$ cat src/rtl/adc_ctrl_params.svh
// constants for the converter result and control block
// assumes a byte-addressed apb slave, one register per aligned word
`ifndef ADC_CTRL_PARAMS_SVH
`define ADC_CTRL_PARAMS_SVH

// register byte offsets
`define OFS_RESULT_LOW 8'h00
`define OFS_RESULT_MID 8'h04
`define OFS_RESULT_HIGH 8'h08
`define OFS_CLOCK_RATE 8'h0C
`define OFS_OPER_CTRL 8'h10
`define OFS_IRQ_STATUS 8'h14
`define OFS_IRQ_MASK 8'h18

// reset values
`define RST_RESULT 8'h00
`define RST_CLOCK_RATE 7'h00
`define RST_OPER_CTRL 8'h04
`define RST_IRQ 2'h0

// clock/rate control fields
`define CR_FACTOR_A_BIT 6
`define CR_DIV_BIT 5
`define CR_OSR_MSB 3

// operation control/status fields
`define OC_VREF_BIT 7
`define OC_LATCH_BIT 5
`define OC_EOC_BIT 4
`define OC_RST_BIT 3
`define OC_OFF_BIT 2
`define OC_SLP_BIT 1
`define OC_EDGE_BIT 0

// interrupt status fields
`define IRQ_DONE_BIT 0
`define IRQ_DROP_BIT 1

// modulator dividers and oversampling
`define DIV_SLOW 30
`define DIV_FAST 12
`define OSR_BASE 16'h8000
`define OSR_MAX_CODE 4'h8

`endif

$ cat src/rtl/adc_ctrl_pkg.sv
// types shared by the converter result and control block
// assumes nothing beyond a systemverilog compiler
`default_nettype none

package adc_ctrl_pkg;
  typedef logic [7:0] reg_byte_t;
  typedef logic [23:0] result_t;
  typedef enum logic {factor_a_doubled, factor_a_single} factor_a_e;
endpackage

`default_nettype wire

$ cat src/rtl/result_byte_reg.sv
// one read-only result byte, loaded by hardware only
// assumes load is a single-cycle strobe in the pclk domain
`default_nettype none
`include "adc_ctrl_params.svh"

module result_byte_reg #(
  parameter int WIDTH = 8
) (
  input wire logic pclk,
  input wire logic presetn,
  input wire logic load,
  input wire logic [WIDTH-1:0] d,
  output logic [WIDTH-1:0] q
);

  always_ff @(posedge pclk or negedge presetn) begin
    if (!presetn) begin
      q <= WIDTH'(`RST_RESULT);
    end else if (load) begin
      q <= d;
    end
  end

endmodule

`default_nettype wire

$ cat src/rtl/adc_result_control.sv
// apb register block for a 24-bit delta-sigma converter
// assumes sample_valid pulses once per finished conversion in pclk domain
//
// Functional notes
// result is kept in three 8-bit registers, low, middle, high
// bits 7..0 low, 15..8 middle, 23..16 high, order kept
// results readable directly; writes to them change nothing
// clock/rate control bit 7 always reads zero, writes ignored
// clock/factor_a code picks factor and divide by 30 or 12
// factor 2 doubles sampled data; factor 1 is low latency
// oversampling ratio is 32768 shifted right by code, up to 8
// 8-bit control registers set clock, rate, power, show end flag
// operation control bit 6 always reads zero, writes ignored
// software avoids reserved clock/factor_a and oversampling codes
// all three result bytes load together from one conversion
`default_nettype none
`include "adc_ctrl_params.svh"

module adc_result_control
  import adc_ctrl_pkg::*;
(
  input wire logic pclk,
  input wire logic presetn,
  input wire logic psel,
  input wire logic penable,
  input wire logic pwrite,
  input wire logic [7:0] paddr,
  input wire logic [31:0] pwdata,
  output logic [31:0] prdata,
  output logic pready,
  output logic pslverr,
  input wire logic [23:0] sample_data,
  input wire logic sample_valid,
  output logic irq,
  output logic modulator_clock,
  output logic [1:0] factor_a,
  output logic [15:0] oversampling_ratio,
  output logic converter_hold,
  output logic positive_reference_select,
  output logic edge_select
);

  localparam logic [4:0] HALF_SLOW = 5'(`DIV_SLOW / 2);
  localparam logic [4:0] HALF_FAST = 5'(`DIV_FAST / 2);
  localparam logic [7:0] OPER_RST = `RST_OPER_CTRL;

  // register state
  logic [6:0] clock_rate;
  logic vref_sel;
  logic latch_en;
  logic eoc;
  logic rst_bit;
  logic power_off;
  logic sleep_bit;
  logic edge_bit;
  logic [1:0] irq_status;
  logic [1:0] irq_mask;
  logic latched;

  // result bytes
  reg_byte_t result_low;
  reg_byte_t result_mid;
  reg_byte_t result_high;

  // modulator divider
  logic [4:0] mod_count;
  logic [4:0] half;

  // bus decode
  logic access;
  logic wr_done;
  logic rd_start;
  logic addr_ok;
  reg_byte_t rd_byte;
  reg_byte_t oper_read;

  // events
  logic hold;
  logic capture;
  logic dropped;

  assign access = psel && penable;
  assign wr_done = access && pready && pwrite;
  assign rd_start = access && !pready;

  assign hold = rst_bit || power_off || sleep_bit;
  assign capture = sample_valid && !hold && !latched;
  assign dropped = sample_valid && !hold && latched;


  assign oper_read = {vref_sel, 1'b0, latch_en, eoc, rst_bit, power_off, sleep_bit, edge_bit};

  // read decode
  always_comb begin
    rd_byte = 8'h00;
    addr_ok = 1'b1;
    if (paddr == `OFS_RESULT_LOW) begin
      rd_byte = result_low;
    end else if (paddr == `OFS_RESULT_MID) begin
      rd_byte = result_mid;
    end else if (paddr == `OFS_RESULT_HIGH) begin
      rd_byte = result_high;
    end else if (paddr == `OFS_CLOCK_RATE) begin
      rd_byte = {1'b0, clock_rate};
    end else if (paddr == `OFS_OPER_CTRL) begin
      rd_byte = oper_read;
    end else if (paddr == `OFS_IRQ_STATUS) begin
      rd_byte = {6'h00, irq_status};
    end else if (paddr == `OFS_IRQ_MASK) begin
      rd_byte = {6'h00, irq_mask};
    end else begin
      addr_ok = 1'b0;
    end
  end

  // apb answer, one wait state
  always_ff @(posedge pclk or negedge presetn) begin
    if (!presetn) begin
      pready <= 1'b0;
      pslverr <= 1'b0;
      prdata <= 32'h00000000;
    end else begin
      pready <= rd_start;
      pslverr <= rd_start && !addr_ok;
      if (rd_start && !pwrite) begin
        prdata <= {24'h000000, rd_byte};
      end
    end
  end

  // clock and rate control, bit 7 not stored
  always_ff @(posedge pclk or negedge presetn) begin
    if (!presetn) begin
      clock_rate <= `RST_CLOCK_RATE;
    end else if (wr_done && paddr == `OFS_CLOCK_RATE) begin
      clock_rate <= pwdata[6:0];
    end
  end

  // operation control, bit 6 not stored
  always_ff @(posedge pclk or negedge presetn) begin
    if (!presetn) begin
      vref_sel <= OPER_RST[`OC_VREF_BIT];
      latch_en <= OPER_RST[`OC_LATCH_BIT];
      rst_bit <= OPER_RST[`OC_RST_BIT];
      power_off <= OPER_RST[`OC_OFF_BIT];
      sleep_bit <= OPER_RST[`OC_SLP_BIT];
      edge_bit <= OPER_RST[`OC_EDGE_BIT];
    end else if (wr_done && paddr == `OFS_OPER_CTRL) begin
      vref_sel <= pwdata[`OC_VREF_BIT];
      latch_en <= pwdata[`OC_LATCH_BIT];
      rst_bit <= pwdata[`OC_RST_BIT];
      power_off <= pwdata[`OC_OFF_BIT];
      sleep_bit <= pwdata[`OC_SLP_BIT];
      edge_bit <= pwdata[`OC_EDGE_BIT];
    end
  end

  // end of conversion flag, set wins over a software write
  always_ff @(posedge pclk or negedge presetn) begin
    if (!presetn) begin
      eoc <= OPER_RST[`OC_EOC_BIT];
    end else if (capture) begin
      eoc <= 1'b1;
    end else if (wr_done && paddr == `OFS_OPER_CTRL) begin
      eoc <= pwdata[`OC_EOC_BIT];
    end
  end

  // latch: first result after enable is held until enable clears
  always_ff @(posedge pclk or negedge presetn) begin
    if (!presetn) begin
      latched <= 1'b0;
    end else if (!latch_en) begin
      latched <= 1'b0;
    end else if (capture) begin
      latched <= 1'b1;
    end
  end

  // result bytes, loaded together from one sample
  result_byte_reg #(.WIDTH(8)) u_low (
    .pclk(pclk),
    .presetn(presetn),
    .load(capture),
    .d(sample_data[7:0]),
    .q(result_low)
  );

  result_byte_reg #(.WIDTH(8)) u_mid (
    .pclk(pclk),
    .presetn(presetn),
    .load(capture),
    .d(sample_data[15:8]),
    .q(result_mid)
  );

  result_byte_reg #(.WIDTH(8)) u_high (
    .pclk(pclk),
    .presetn(presetn),
    .load(capture),
    .d(sample_data[23:16]),
    .q(result_high)
  );

  // sticky interrupt status, write one to clear, set wins
  always_ff @(posedge pclk or negedge presetn) begin
    if (!presetn) begin
      irq_status <= `RST_IRQ;
    end else begin
      for (int i = 0; i < 2; i++) begin
        if ((i == `IRQ_DONE_BIT && capture) || (i == `IRQ_DROP_BIT && dropped)) begin
          irq_status[i] <= 1'b1;
        end else if (wr_done && paddr == `OFS_IRQ_STATUS && pwdata[i]) begin
          irq_status[i] <= 1'b0;
        end
      end
    end
  end

  always_ff @(posedge pclk or negedge presetn) begin
    if (!presetn) begin
      irq_mask <= `RST_IRQ;
    end else if (wr_done && paddr == `OFS_IRQ_MASK) begin
      irq_mask <= pwdata[1:0];
    end
  end

  always_ff @(posedge pclk or negedge presetn) begin
    if (!presetn) begin
      irq <= 1'b0;
    end else begin
      irq <= |(irq_status & irq_mask);
    end
  end

  // modulator clock divider, reserved low code bit ignored
  assign half = clock_rate[`CR_DIV_BIT] ? HALF_FAST : HALF_SLOW;

  always_ff @(posedge pclk or negedge presetn) begin
    if (!presetn) begin
      mod_count <= 5'h00;
      modulator_clock <= 1'b0;
    end else if (hold) begin
      mod_count <= 5'h00;
      modulator_clock <= 1'b0;
    end else if (mod_count >= half - 5'h01) begin
      mod_count <= 5'h00;
      modulator_clock <= !modulator_clock;
    end else begin
      mod_count <= mod_count + 5'h01;
    end
  end

  // decoded converter settings
  always_ff @(posedge pclk or negedge presetn) begin
    if (!presetn) begin
      factor_a <= 2'h2;
      oversampling_ratio <= `OSR_BASE;
      converter_hold <= 1'b1;
      positive_reference_select <= 1'b0;
      edge_select <= 1'b0;
    end else begin
      if (factor_a_e'(clock_rate[`CR_FACTOR_A_BIT]) == factor_a_single) begin
        factor_a <= 2'h1;
      end else begin
        factor_a <= 2'h2;
      end
      if (clock_rate[`CR_OSR_MSB:0] >= `OSR_MAX_CODE) begin
        oversampling_ratio <= `OSR_BASE >> `OSR_MAX_CODE;
      end else begin
        oversampling_ratio <= `OSR_BASE >> clock_rate[2:0];
      end
      converter_hold <= hold;
      positive_reference_select <= vref_sel;
      edge_select <= edge_bit;
    end
  end

  // checks
  chk_result_read_only: assert property (@(posedge pclk) disable iff (!presetn)
    (wr_done && paddr == `OFS_RESULT_LOW && !capture) |=> $stable(result_low))
    else $error("result byte changed by a bus write");

  chk_clock_rate_top: assert property (@(posedge pclk) disable iff (!presetn)
    (pready && !pwrite && paddr == `OFS_CLOCK_RATE) |-> prdata[7] == 1'b0)
    else $error("clock/rate bit 7 read as one");

  chk_oper_bit_six: assert property (@(posedge pclk) disable iff (!presetn)
    (pready && !pwrite && paddr == `OFS_OPER_CTRL) |-> prdata[6] == 1'b0)
    else $error("operation control bit 6 read as one");

  chk_result_bytes_load: assert property (@(posedge pclk) disable iff (!presetn)
    capture |=> {result_high, result_mid, result_low} == $past(sample_data))
    else $error("result bytes do not match the captured sample");

  chk_latched_hold: assert property (@(posedge pclk) disable iff (!presetn)
    (latched && latch_en) |=> $stable({result_high, result_mid, result_low}))
    else $error("latched result was overwritten");

  chk_fast_divider: assert property (@(posedge pclk) disable iff (!presetn)
    ($rose(modulator_clock) && clock_rate[`CR_DIV_BIT]) |->
      ##12 ($rose(modulator_clock) || !clock_rate[`CR_DIV_BIT] || converter_hold))
    else $error("fast modulator clock period not 12");

  chk_factor_a_factor: assert property (@(posedge pclk) disable iff (!presetn)
    1'b1 |=> factor_a == ($past(clock_rate[`CR_FACTOR_A_BIT]) ? 2'h1 : 2'h2))
    else $error("factor does not follow factor_a select");

  chk_osr_value: assert property (@(posedge pclk) disable iff (!presetn)
    (clock_rate[3:0] == 4'h8) |=> oversampling_ratio == 16'h0080)
    else $error("oversampling code 8 does not give 128");

  chk_eoc_on_done: assert property (@(posedge pclk) disable iff (!presetn)
    capture |=> eoc && irq_status[`IRQ_DONE_BIT] ##1 (irq == irq_mask[`IRQ_DONE_BIT] || irq))
    else $error("end of conversion not flagged");

  chk_result_mid_ro: assert property (@(posedge pclk) disable iff (!presetn)
    (wr_done && paddr == `OFS_RESULT_MID && !capture) |=> $stable(result_mid))
    else $error("middle result byte changed by a bus write");

  chk_result_high_ro: assert property (@(posedge pclk) disable iff (!presetn)
    (wr_done && paddr == `OFS_RESULT_HIGH && !capture) |=> $stable(result_high))
    else $error("high result byte changed by a bus write");

  chk_drop_status: assert property (@(posedge pclk) disable iff (!presetn)
    dropped |=> irq_status[`IRQ_DROP_BIT] && $stable({result_high, result_mid, result_low}))
    else $error("dropped sample not flagged or result changed");

  chk_irq_after_done: assert property (@(posedge pclk) disable iff (!presetn)
    (capture && irq_mask[`IRQ_DONE_BIT] && !wr_done) |-> ##2 irq)
    else $error("unmasked end of conversion gave no interrupt");

  chk_irq_masked_off: assert property (@(posedge pclk) disable iff (!presetn)
    (irq_mask == 2'h0 && !wr_done) |-> ##2 !irq)
    else $error("interrupt raised with all sources masked");

  chk_hold_clock_low: assert property (@(posedge pclk) disable iff (!presetn)
    converter_hold |-> !modulator_clock)
    else $error("modulator clock runs while converter held");

  chk_osr_base: assert property (@(posedge pclk) disable iff (!presetn)
    (clock_rate[3:0] == 4'h0) |=> oversampling_ratio == 16'h8000)
    else $error("oversampling code 0 does not give 32768");

  chk_error_with_ready: assert property (@(posedge pclk) disable iff (!presetn)
    pslverr |-> pready)
    else $error("slave error without ready");

  chk_read_upper_zero: assert property (@(posedge pclk) disable iff (!presetn)
    pready |-> prdata[31:8] == 24'h000000)
    else $error("read data upper bits not zero");

endmodule

`default_nettype wire

$ cat config.mk
export PLATFORM = sky130hd
export DESIGN_NAME = adc_result_control
export DESIGN_NICKNAME = d
export VERILOG_FILES = /design/src/rtl/adc_ctrl_pkg.sv /design/src/rtl/result_byte_reg.sv /design/src/rtl/adc_result_control.sv
export VERILOG_INCLUDE_DIRS = /design/src /design/src/rtl
export SDC_FILE = /design/constraint.sdc
export NUM_CORES = 1
export LEC_CHECK = 0
export ABC_AREA = 1
export BUFFER_PORTS_ARGS = -buffer_cell sky130_fd_sc_hd__buf_2
export CAP_MARGIN = 40
export CORE_MARGIN = 2
export CORE_UTILIZATION = 45
export CTS_CLUSTER_SIZE = 20
export DETAILED_ROUTE_END_ITERATION = 7
export PLACE_DENSITY = 0.74
export SLEW_MARGIN = 10
export SYNTH_ARGS = -nofsm -noshare
export SYNTH_HDL_FRONTEND = slang
export SYNTH_SLANG_ARGS = --single-unit
$ cat constraint.sdc
create_clock -name pclk -period 2.35 [get_ports pclk]
set_clock_uncertainty 0.2 [all_clocks]
set_input_delay 0.3525 -clock pclk [delete_from_list [all_inputs] [get_ports pclk]]
set_output_delay 0.3525 -clock pclk [all_outputs]
set_load 0.1 [all_outputs]
==> impl_metrics.toml, run 1 <==
[synth]
yosys_register_bits = 74
ys_async_sr_fraction_pct = 100
syn_area_per_cell_um2 = 8.81
synth_cells = 408
ys_types = 35
synth_top_cell_by_area = "dfrtp_1"
ys_warn_count = 0
synth_edf_count = 0
ys.flop_type = "dfrtp_1"
ys_top_cells_by_area = "dfrtp_1, nand2_1, buf_4"
synthTopCellsByCount = "nand2_1, dfrtp_1, inv_1"
yosysSeqAreaShare_pct = 51.7
synth_top_area_share_pct = 48.7
netlist_area_um2 = 3590
synth_most_common_cell = "nand2_1"

[route]
dr.first_iter.drc_count = 175
ant_nets = 0
drt_wl_total_mm = 7.37
via_per_inst = 4.57
num_vias = 2759
wl_per_cell_um = 12.2
drc = 0
firstDrtPassIters = 4

[setup_path]
cp.depth = 1
cp.arrival_ns = 1.28
worstReg2RegEnd = "prdata[1]"
crit_path_start_kind = "register"
worstPathCellList = "buf_2"
endpoint_kind = "primary output"
r2r_cells = 6
cp_slowest_stage_delay_ns = 0.52
cpLargestDelayFamily = "flip-flops"
crit_end = "oversampling_ratio[15]"
worst-path-buf-inv = 1
slowest_stage = "dfstp_2"
crit_fanout = 1
reg2reg_slack_ns = 0.53
critical_path_required_ns = 1.80
crit_start = "oversampling_ratio[15]"
regToRegStartpoint = "pready"
critPathKind = "reg -> out"

[placed_design]
dp_hpwl_mm = 5.44
globalplace.congestion = 0.842
io_buffers = 71

[min_path]
hold_path_class = "in -> reg"

[sta]
timing.fmax_mhz = 544
setup_viol = 0
slew-limit-headroom_pct = 64.8
worst_slew_pin_slew_ns = 0.527
hold_viol = 0
finalCriticalPeriod_ns = 1.84
period_share_pct = 78.2
fin_setup_tns_ns = 0
rsz0062_at_grt = "false"
drv_slew = 0

[cts]
cts_root_buf = "clkbuf_8"
postCtsSetupBuffers = 0
cts-htree-levels = 3
cts_tree = "done"
cts.sinks = 74
clock_latency_ns = 0.36
path_clk_slew_ns = 0.08
clk_path_buf_depth = 2
cts_buffers = 9

[finish]
drive_gt1_share_pct = 25.3
fillers = 721
final_core_util_pct = 55.3
diodes = 0
nets = 571
area_growth_pct = 18.9

[power_and_ir_drop]
p_leak_nw = 2.29
peakVddDrop_uv = 362
powerDensity_nw_per_um2 = 866

[status]
status = "finished, final reports clean"

[die]
die-area_um2 = 8720
rows = 32
die_y_um = 93.4
core_um2 = 7730
ios = 127
start_util_pct = 46.5
die_x_um = 93.4

[job]
maxCapViolCount = 0

[grt]
grt_pass1_wl_mm = 12.2
antenna_found_initial = 0
grt_usage_pct = 18.2
grt_max_degree = 75
grt_pass1_vias = 2677
grt-ovfl-total = 0
[registers in the layout, indices dropped and copies added (netlist names), 2 cells and up]
signal,flops
mod_count,5
u_high.q,8
u_low.q,8
irq_status,2
u_mid.q,8
irq_mask,2
clock_rate,7
factor_a,2
oversampling_ratio,9
prdata,8
[repair_timing]
action,CTS,global route
hold buffers,14,0
resized for setup,0,0
hold endpoints to repair,83,0
[power by group]
| group | leakage, nW | switching, W | internal [W] |
|---|---|---|---|
| logic | 1.24 | 0.000681 | 0.000237 |
| clock network | 0.112 | 0.000503 | 0.000608 |
| registers | 0.931 | 0.000145 | 0.00153 |
| total | 2.29 | 0.00133 | 0.00238 |
[per-stage QoR]
step / worst slack, ns / instances / total power (W) / hold WS, ns / instance area, µm²
after floorplan: 0.221 / 438 / 0.00244 / -0.143 / 3710
after global placement: 0.525 / 574 / 0.00257 / 0.192 / 3910
after detailed placement: 0.474 / 574 / 0.00260 / 0.190 / 3910
after CTS: 0.491 / 604 / 0.00374 / 0.000413 / 4280
after global routing: 0.414 / 604 / 0.00392 / 0.0112 / 4280
final: 0.513 / 604 / 0.00370 / 0.0125 / 4280
[layer usage]
| metal | up-vias | part of all wire [%] | global-route usage (%) |
|---|---|---|---|
| li1 | 1410 | - | - |
| met1 | 1254 | 44 | 23.4 |
| met2 | 85 | 47 | 29.9 |
| met3 | 10 | 6.5 | 3.30 |
| met4 | 0 | 1.9 | 8.70 |
| met5 | - | 0 | 0 |
[cell families (layout without fill, tap and decap cells)]
group,count (synthesis),in the layout,share of synthesized area (%)
and+or+nand+nor,193,193,24.2
other,1,31,0.104
xor gates and xnor gates,3,3,0.731
AOI/OAI and AO/OA,49,49,8.08
muxes,1,1,0.418
DFF,74,74,51.7
buffers and inverters,83,147,13.4
adders and majority gates,4,4,1.39
[cell usage in the layout, fill, tap and decap left out, types with 2 or more instances in the layout]
cell type,count
nand2_2,3
o21ai_1,10
nor2_2,3
nand4_1,3
nor2_1,26
nand3_1,34
dfrtp_1,70
nor2_4,2
o21ai_2,8
inv_1,35
dlygate4sd3_1,14
inv_2,6
nor3_4,2
nand2_1,114
o21a_1,2
clkbuf_8,9
conb_1,31
buf_2,71
dfstp_2,4
bufinv_16,2
a21oi_1,9
o21ai_0,17
ha_1,4
buf_4,3
xor2_1,2
[area by class of cell]
cell class              instances  area [µm²]  share of cell area (%)
well taps                     102         128                    2.99
repair buffers                 89         538                    12.6
clock inverters                 7         101                    2.37
clock buffers                   9         124                    2.90
flip-flops and latches         74        1860                    43.4
inverters                      42         160                    3.75
multi-input cells             281        1370                    32.0
[worst min-delay path by stage]
stage | startpoint | end | slack (ns) | cells past startpoint
after floorplan | presetn | clock_rate[0] | -0.14 | 0
after global routing | sample_data[1] | u_low.q[1] | 0.01 | 3
final | sample_data[17] | u_high.q[1] | 0.01 | 3
after global placement | vref_sel | positive_reference_select | 0.19 | 0
after detailed placement | vref_sel | positive_reference_select | 0.19 | 0
after CTS | sample_data[17] | u_high.q[1] | 0.0004 | 3
(Power assumes the default switching activity.)
==> run 2: changes to the inputs <==
- ABC_AREA: 1 -> 0
- PLACE_DENSITY: 0.74 -> 0.78
- clock period: 2.35 -> 1.5 ns (I/O delays scaled with it)
==> impl_metrics.toml, run 2 <==
[status]
status = "finished, violations left"
violations = "setup timing"

[power_and_ir_drop]
p_leak_nw = 2.64
pwr-share-seq_pct = 42.2
combPwrFrac_pct = 30.6
clkPwrFrac_pct = 27.2
internal_power_w = 0.00359
powerDensity_nw_per_um2 = 978
p_sw_share_pct = 33.3
peakVddDrop_uv = 531
switching_power_w = 0.00179

[synth]
synth_edf_count = 0
synth_top_family_by_area = "multiplexers"
yosys_register_bits = 74
synth_most_common_cell = "dfrtp_1"
synth_mux_area_share_pct = 16.6
ys_async_sr_fraction_pct = 100
synth-compound-area-share_pct = 7.17
yosys.area_share.adder_pct = 1.43
ys_warn_count = 0
synthTopCellsByCount = "dfrtp_1, mux2_2, buf_4"
synth_top_cell_by_area = "dfrtp_1"
synth_xor_xnor_area_share_pct = 0.753
yosysSeqAreaShare_pct = 53.2
synth_cells = 294
synth-simple-area-share_pct = 11.5
ys.flop_type = "dfrtp_1"
ys_top_cells_by_area = "dfrtp_1, mux2_2, buf_4"
synth_top_area_share_pct = 50.2
syn_area_per_cell_um2 = 11.9
ys_types = 49
netlist_area_um2 = 3490

[setup_path]
crit_fanout = 3
critPathKind = "reg -> reg"
cp.arrival_ns = 1.91
crit_path_start_kind = "register"
critical_path_required_ns = 1.52
endpoint_kind = "register"

[grt]
grt-ovfl-total = 0
grt_pass1_wl_mm = 15.2
grt_max_degree = 75
grt_usage_pct = 23.1
grt_pass1_vias = 2941
antenna_found_initial = 0

[die]
ios = 127
core_um2 = 7610
rows = 32
die-area_um2 = 8480
start_util_pct = 45.9
die_y_um = 92.1
die_x_um = 92.1

[route]
via_per_inst = 5.19
num_vias = 2853
ant_nets = 0
drt_wl_total_mm = 9.70
drc = 0
dr.first_iter.drc_count = 248
wl_per_cell_um = 17.6
firstDrtPassIters = 4

[placed_design]
numPlacedInstances = 488
dp_hpwl_mm = 5.81
place_ws_ns = -0.690
globalplace.congestion = 0.841
io_buffers = 71

[sta]
drv_slew = 0
slew-limit-headroom_pct = 58.3
period_share_pct = 126
setup_viol = 58
rsz0062_at_grt = "true"
fin_setup_tns_ns = -13.99
worst_slew_pin_slew_ns = 0.625
setup_ws_ns = -0.389
finalCriticalPeriod_ns = 1.89
hold_viol = 0
timing.fmax_mhz = 529

[cts]
cts_buffers = 9
cts-htree-levels = 3
path_clk_slew_ns = 0.07
clk_path_buf_depth = 2
cts_root_buf = "clkbuf_8"
cts_tree = "done"
clock_latency_ns = 0.33
cts.sinks = 74

[finish]
finalNonFillerCells = 550
seqCellArea_um2 = 1860
nets = 518
largest_register = "oversampling_ratio"
diodes = 0
multi_input_area_um2 = 1790
largest_reg_flops = 9
area_growth_pct = 57.5
layout_common_cells = "dfrtp_1, buf_2, buf_4"
drive_gt1_share_pct = 50.2
final_common_cell = "dfrtp_1"
fillers = 471

[min_path]
hold_path_class = "in -> reg"

[job]
maxCapViolCount = 0
==> run 2: path summary, 6_finish.rpt <==
path / endpoint / cells past startpoint / from / slack [ns]
worst max-delay path: modulator_clock / 7 / rst_bit / -0.39
worst min-delay path: latched / 3 / sample_valid / 0.03
worst max register to register: modulator_clock / 7 / rst_bit / -0.39
worst min register to register: edge_select / 0 / edge_bit / 0.22
max in group asynchronous: oversampling_ratio[15] / 3 / presetn / 0.47
min in group asynchronous: prdata[4] / 3 / presetn / 0.26
==> run 2: power groups by stage <==
stage	sequential, W	combinational (W)	clock, W
CTS	0.00225	0.00145	0.00148
detailed placement	0.00229	0.00129	0
global placement	0.00228	0.00126	0
finish	0.00227	0.00165	0.00146
global route	0.00228	0.00175	0.00156
floorplan	0.00242	0.000805	0
==> run 2: kinds of logic (layout without fill, tap and decap cells) <==
group | after synthesis | count (layout)
DFF | 74 | 74
other | 1 | 31
xor gates and xnor gates | 3 | 3
AOI/OAI and AO/OA | 35 | 35
muxes | 49 | 49
adders and majority gates | 4 | 4
buffers and inverters | 51 | 175
and+or+nand+nor | 77 | 77
==> run 2: what timing repair did <==
action	CTS	global route
endpoints found under the setup margin	60	60
resized for setup	28	34
pin swaps	7	6
buffers inserted	7	7
hold endpoints to repair	111	0
hold buffers	34	0
gates cloned	1	0
==> run 2: per-stage QoR <==
step	area [µm²]	utilization (%)	total power, W	hold slack (ns)
final	5500	72.3	0.00538	0.0265
after global routing	5500	72.3	0.00560	0.0214
after CTS	5330	70.1	0.00518	0.0258
after detailed placement	4580	60.3	0.00358	0.0818
after global placement	4580	60.3	0.00354	0.0800
after floorplan	3800	-	0.00323	-0.271
==> run 2: area by class of cell <==
type | instances | share of cell area, %
Sequential cell | 74 | 33.9
Multi-Input combinational cell | 199 | 32.6
Timing Repair Buffer | 154 | 27.3
Clock buffer | 13 | 3.25
Tap cell | 102 | 2.32
Inverter | 6 | 0.455
Clock inverter | 2 | 0.182
==> run 2: metal layers <==
layer | share of wire [%] | wire (µm) | track usage (%)
met1 | 40 | 3860 | 28.4
met3 | 4.8 | 465 | 3.53
met4 | 4.1 | 398 | 10.4
met5 | 0 | 0 | 0
met2 | 51 | 4970 | 40.1
==> run 2: critical path, stage by stage (launching register included) <==
cell	delay [ns]
dfrtp_1	0.44
nor3_4	0.23
buf_4	0.15
buf_6	0.10
inv_4	0.04
nor3_4	0.20
o21ai_2	0.11
mux2_4	0.30
==> run 3: changes to the inputs <==
- PLACE_DENSITY: 0.78 -> 0.77
==> impl_metrics.toml, run 3 (synthesis results as in run 2) <==
[placed_design]
globalplace.congestion = 0.858
io_buffers = 71
dp_hpwl_mm = 5.96
place_ws_ns = -0.685
dpl_cell_area_um2 = 4600

[route]
firstDrtPassIters = 4
via_per_inst = 5.09
ant_nets = 0
wl_per_cell_um = 17.5
dr.first_iter.drc_count = 193
drt_wl_total_mm = 9.61
num_vias = 2790
drc = 0

[power_and_ir_drop]
p_leak_nw = 2.61
p_sw_share_pct = 34.0
internal_power_w = 0.00352
switching_power_w = 0.00182
clkPwrFrac_pct = 27.7
powerDensity_nw_per_um2 = 982
combPwrFrac_pct = 29.8
power_w = 0.00534
pwr-share-seq_pct = 42.5
peakVddDrop_uv = 559

[setup_path]
endpoint_kind = "register"
regToRegStartpoint = "rst_bit"
cpLargestDelayFamily = "simple AND/OR/NAND/NOR gates"
crit_path_start_kind = "register"
cp.depth = 6
r2r_cells = 6
critical_path_required_ns = 1.53
worstReg2RegEnd = "u_low.q[4]"
slowest_stage = "dfrtp_1"
worstPathCellList = "nor3_4, nand2_2, nor2_4, buf_6, buf_12, mux2_4"
reg2reg_slack_ns = -0.30
cp.arrival_ns = 1.83
crit_fanout = 7
worst-path-buf-inv = 2
cp_slowest_stage_delay_ns = 0.42
crit_start = "rst_bit"
critPathKind = "reg -> reg"

[min_path]
min_to = "prdata[7]"
worstHoldPathCells = 3
hold_path_class = "in -> reg"
hold_start = "paddr[4]"

[sta]
fin_setup_tns_ns = -13.87
setup_viol = 56
hold_viol = 0
setup_ws_ns = -0.304
finalCriticalPeriod_ns = 1.80
period_share_pct = 120
rsz0062_at_grt = "true"
timing.fmax_mhz = 554
drv_slew = 0

[cts]
cts_root_buf = "clkbuf_8"
clk_path_buf_depth = 2
cts_tree = "done"
path_clk_slew_ns = 0.08
clock_latency_ns = 0.35
cts_buffers = 9
cts-htree-levels = 3
cts.sinks = 74

[finish]
area_growth_pct = 55.9
final_core_util_pct = 71.5
design_area_um2 = 5440
drive_gt1_share_pct = 48.0
final_common_cell = "dfrtp_1"
largest_reg_flops = 9
nets = 515
largest_register = "oversampling_ratio"
layout_common_cells = "dfrtp_1, buf_2, mux2_4"
diodes = 0

[grt]
grt_usage_pct = 22.9
grt_pass1_wl_mm = 14.7
grt-ovfl-total = 0
grt_pass1_vias = 2918
grt_max_degree = 48
antenna_found_initial = 0

[die]
die_x_um = 92.1
ios = 127
start_util_pct = 45.9
rows = 32
die_y_um = 92.1
core_um2 = 7610
die-area_um2 = 8480

[job]
maxCapViolCount = 0

[status]
status = "finished, violations left"
violations = "setup timing"
==> run 3: cell types whose count changed in the layout (fill, tap and decap cells not counted), sizes merged <==
cell      before  now
buf          119  116
clkbuf        14   13
clkinvlp       0    2
==> run 3: cell type report <==
cell class                 count  area [µm²]
fill                         497        2170
sequential                    74        1860
multi-input combinational    199        1770
timing repair buffer         151        1470
clock buffer                  12         165
tap                          102         128
clock inverter                 4        25.0
inverter                       6        22.5
==> run 3: worst min-delay path, stage by stage <==
cell     delay (ns)
buf_2          0.15
a211o_1        0.19
o31ai_4        0.07
==> run 3: stage by stage <==
stage,hold WS (ns),std cells
2_1_floorplan,-0.271,324
3_3_place_gp,0.0533,490
3_5_place_dp,0.0532,490
4_1_cts,0.0667,542
5_1_grt,0.121,548
6_report,0.115,548
==> run 3: worst max-delay path by stage <==
stage	endpoint	slack, ns
6_report	u_low.q[4]	-0.30
5_1_grt	u_low.q[7]	-0.33
4_1_cts	latch_en	-0.29
3_5_place_dp	latch_en	-0.68
3_3_place_gp	latch_en	-0.66
2_1_floorplan	edge_bit	-0.64
==> run 3: power groups by stage <==
stage	sequential (W)	clock [W]	combinational, W
after floorplan	0.00242	0	0.000805
after global placement	0.00228	0	0.00126
after detailed placement	0.00229	0	0.00130
after CTS	0.00226	0.00150	0.00150
after global routing	0.00228	0.00159	0.00168
final	0.00227	0.00148	0.00159
==> run 3: metal layers <==
metal | track usage, % | routed length, µm | part of all wire, % | up-vias
met2 | 38.5 | 5050 | 53 | 119
met1 | 27.6 | 3660 | 38 | 1392
li1 | - | - | - | 1252
met4 | 11.7 | 310 | 3.2 | 0
met5 | 0 | 0 | 0 | -
met3 | 5.01 | 590 | 6.1 | 27
==> run 3: timing repair <==
action,CTS,global route
gates cloned,0,1
gates resized for setup,33,19
hold buffers,34,0
endpoints found under the setup margin,63,59
endpoints found under the hold margin,115,0
buffers inserted,4,5
pin swaps,14,10
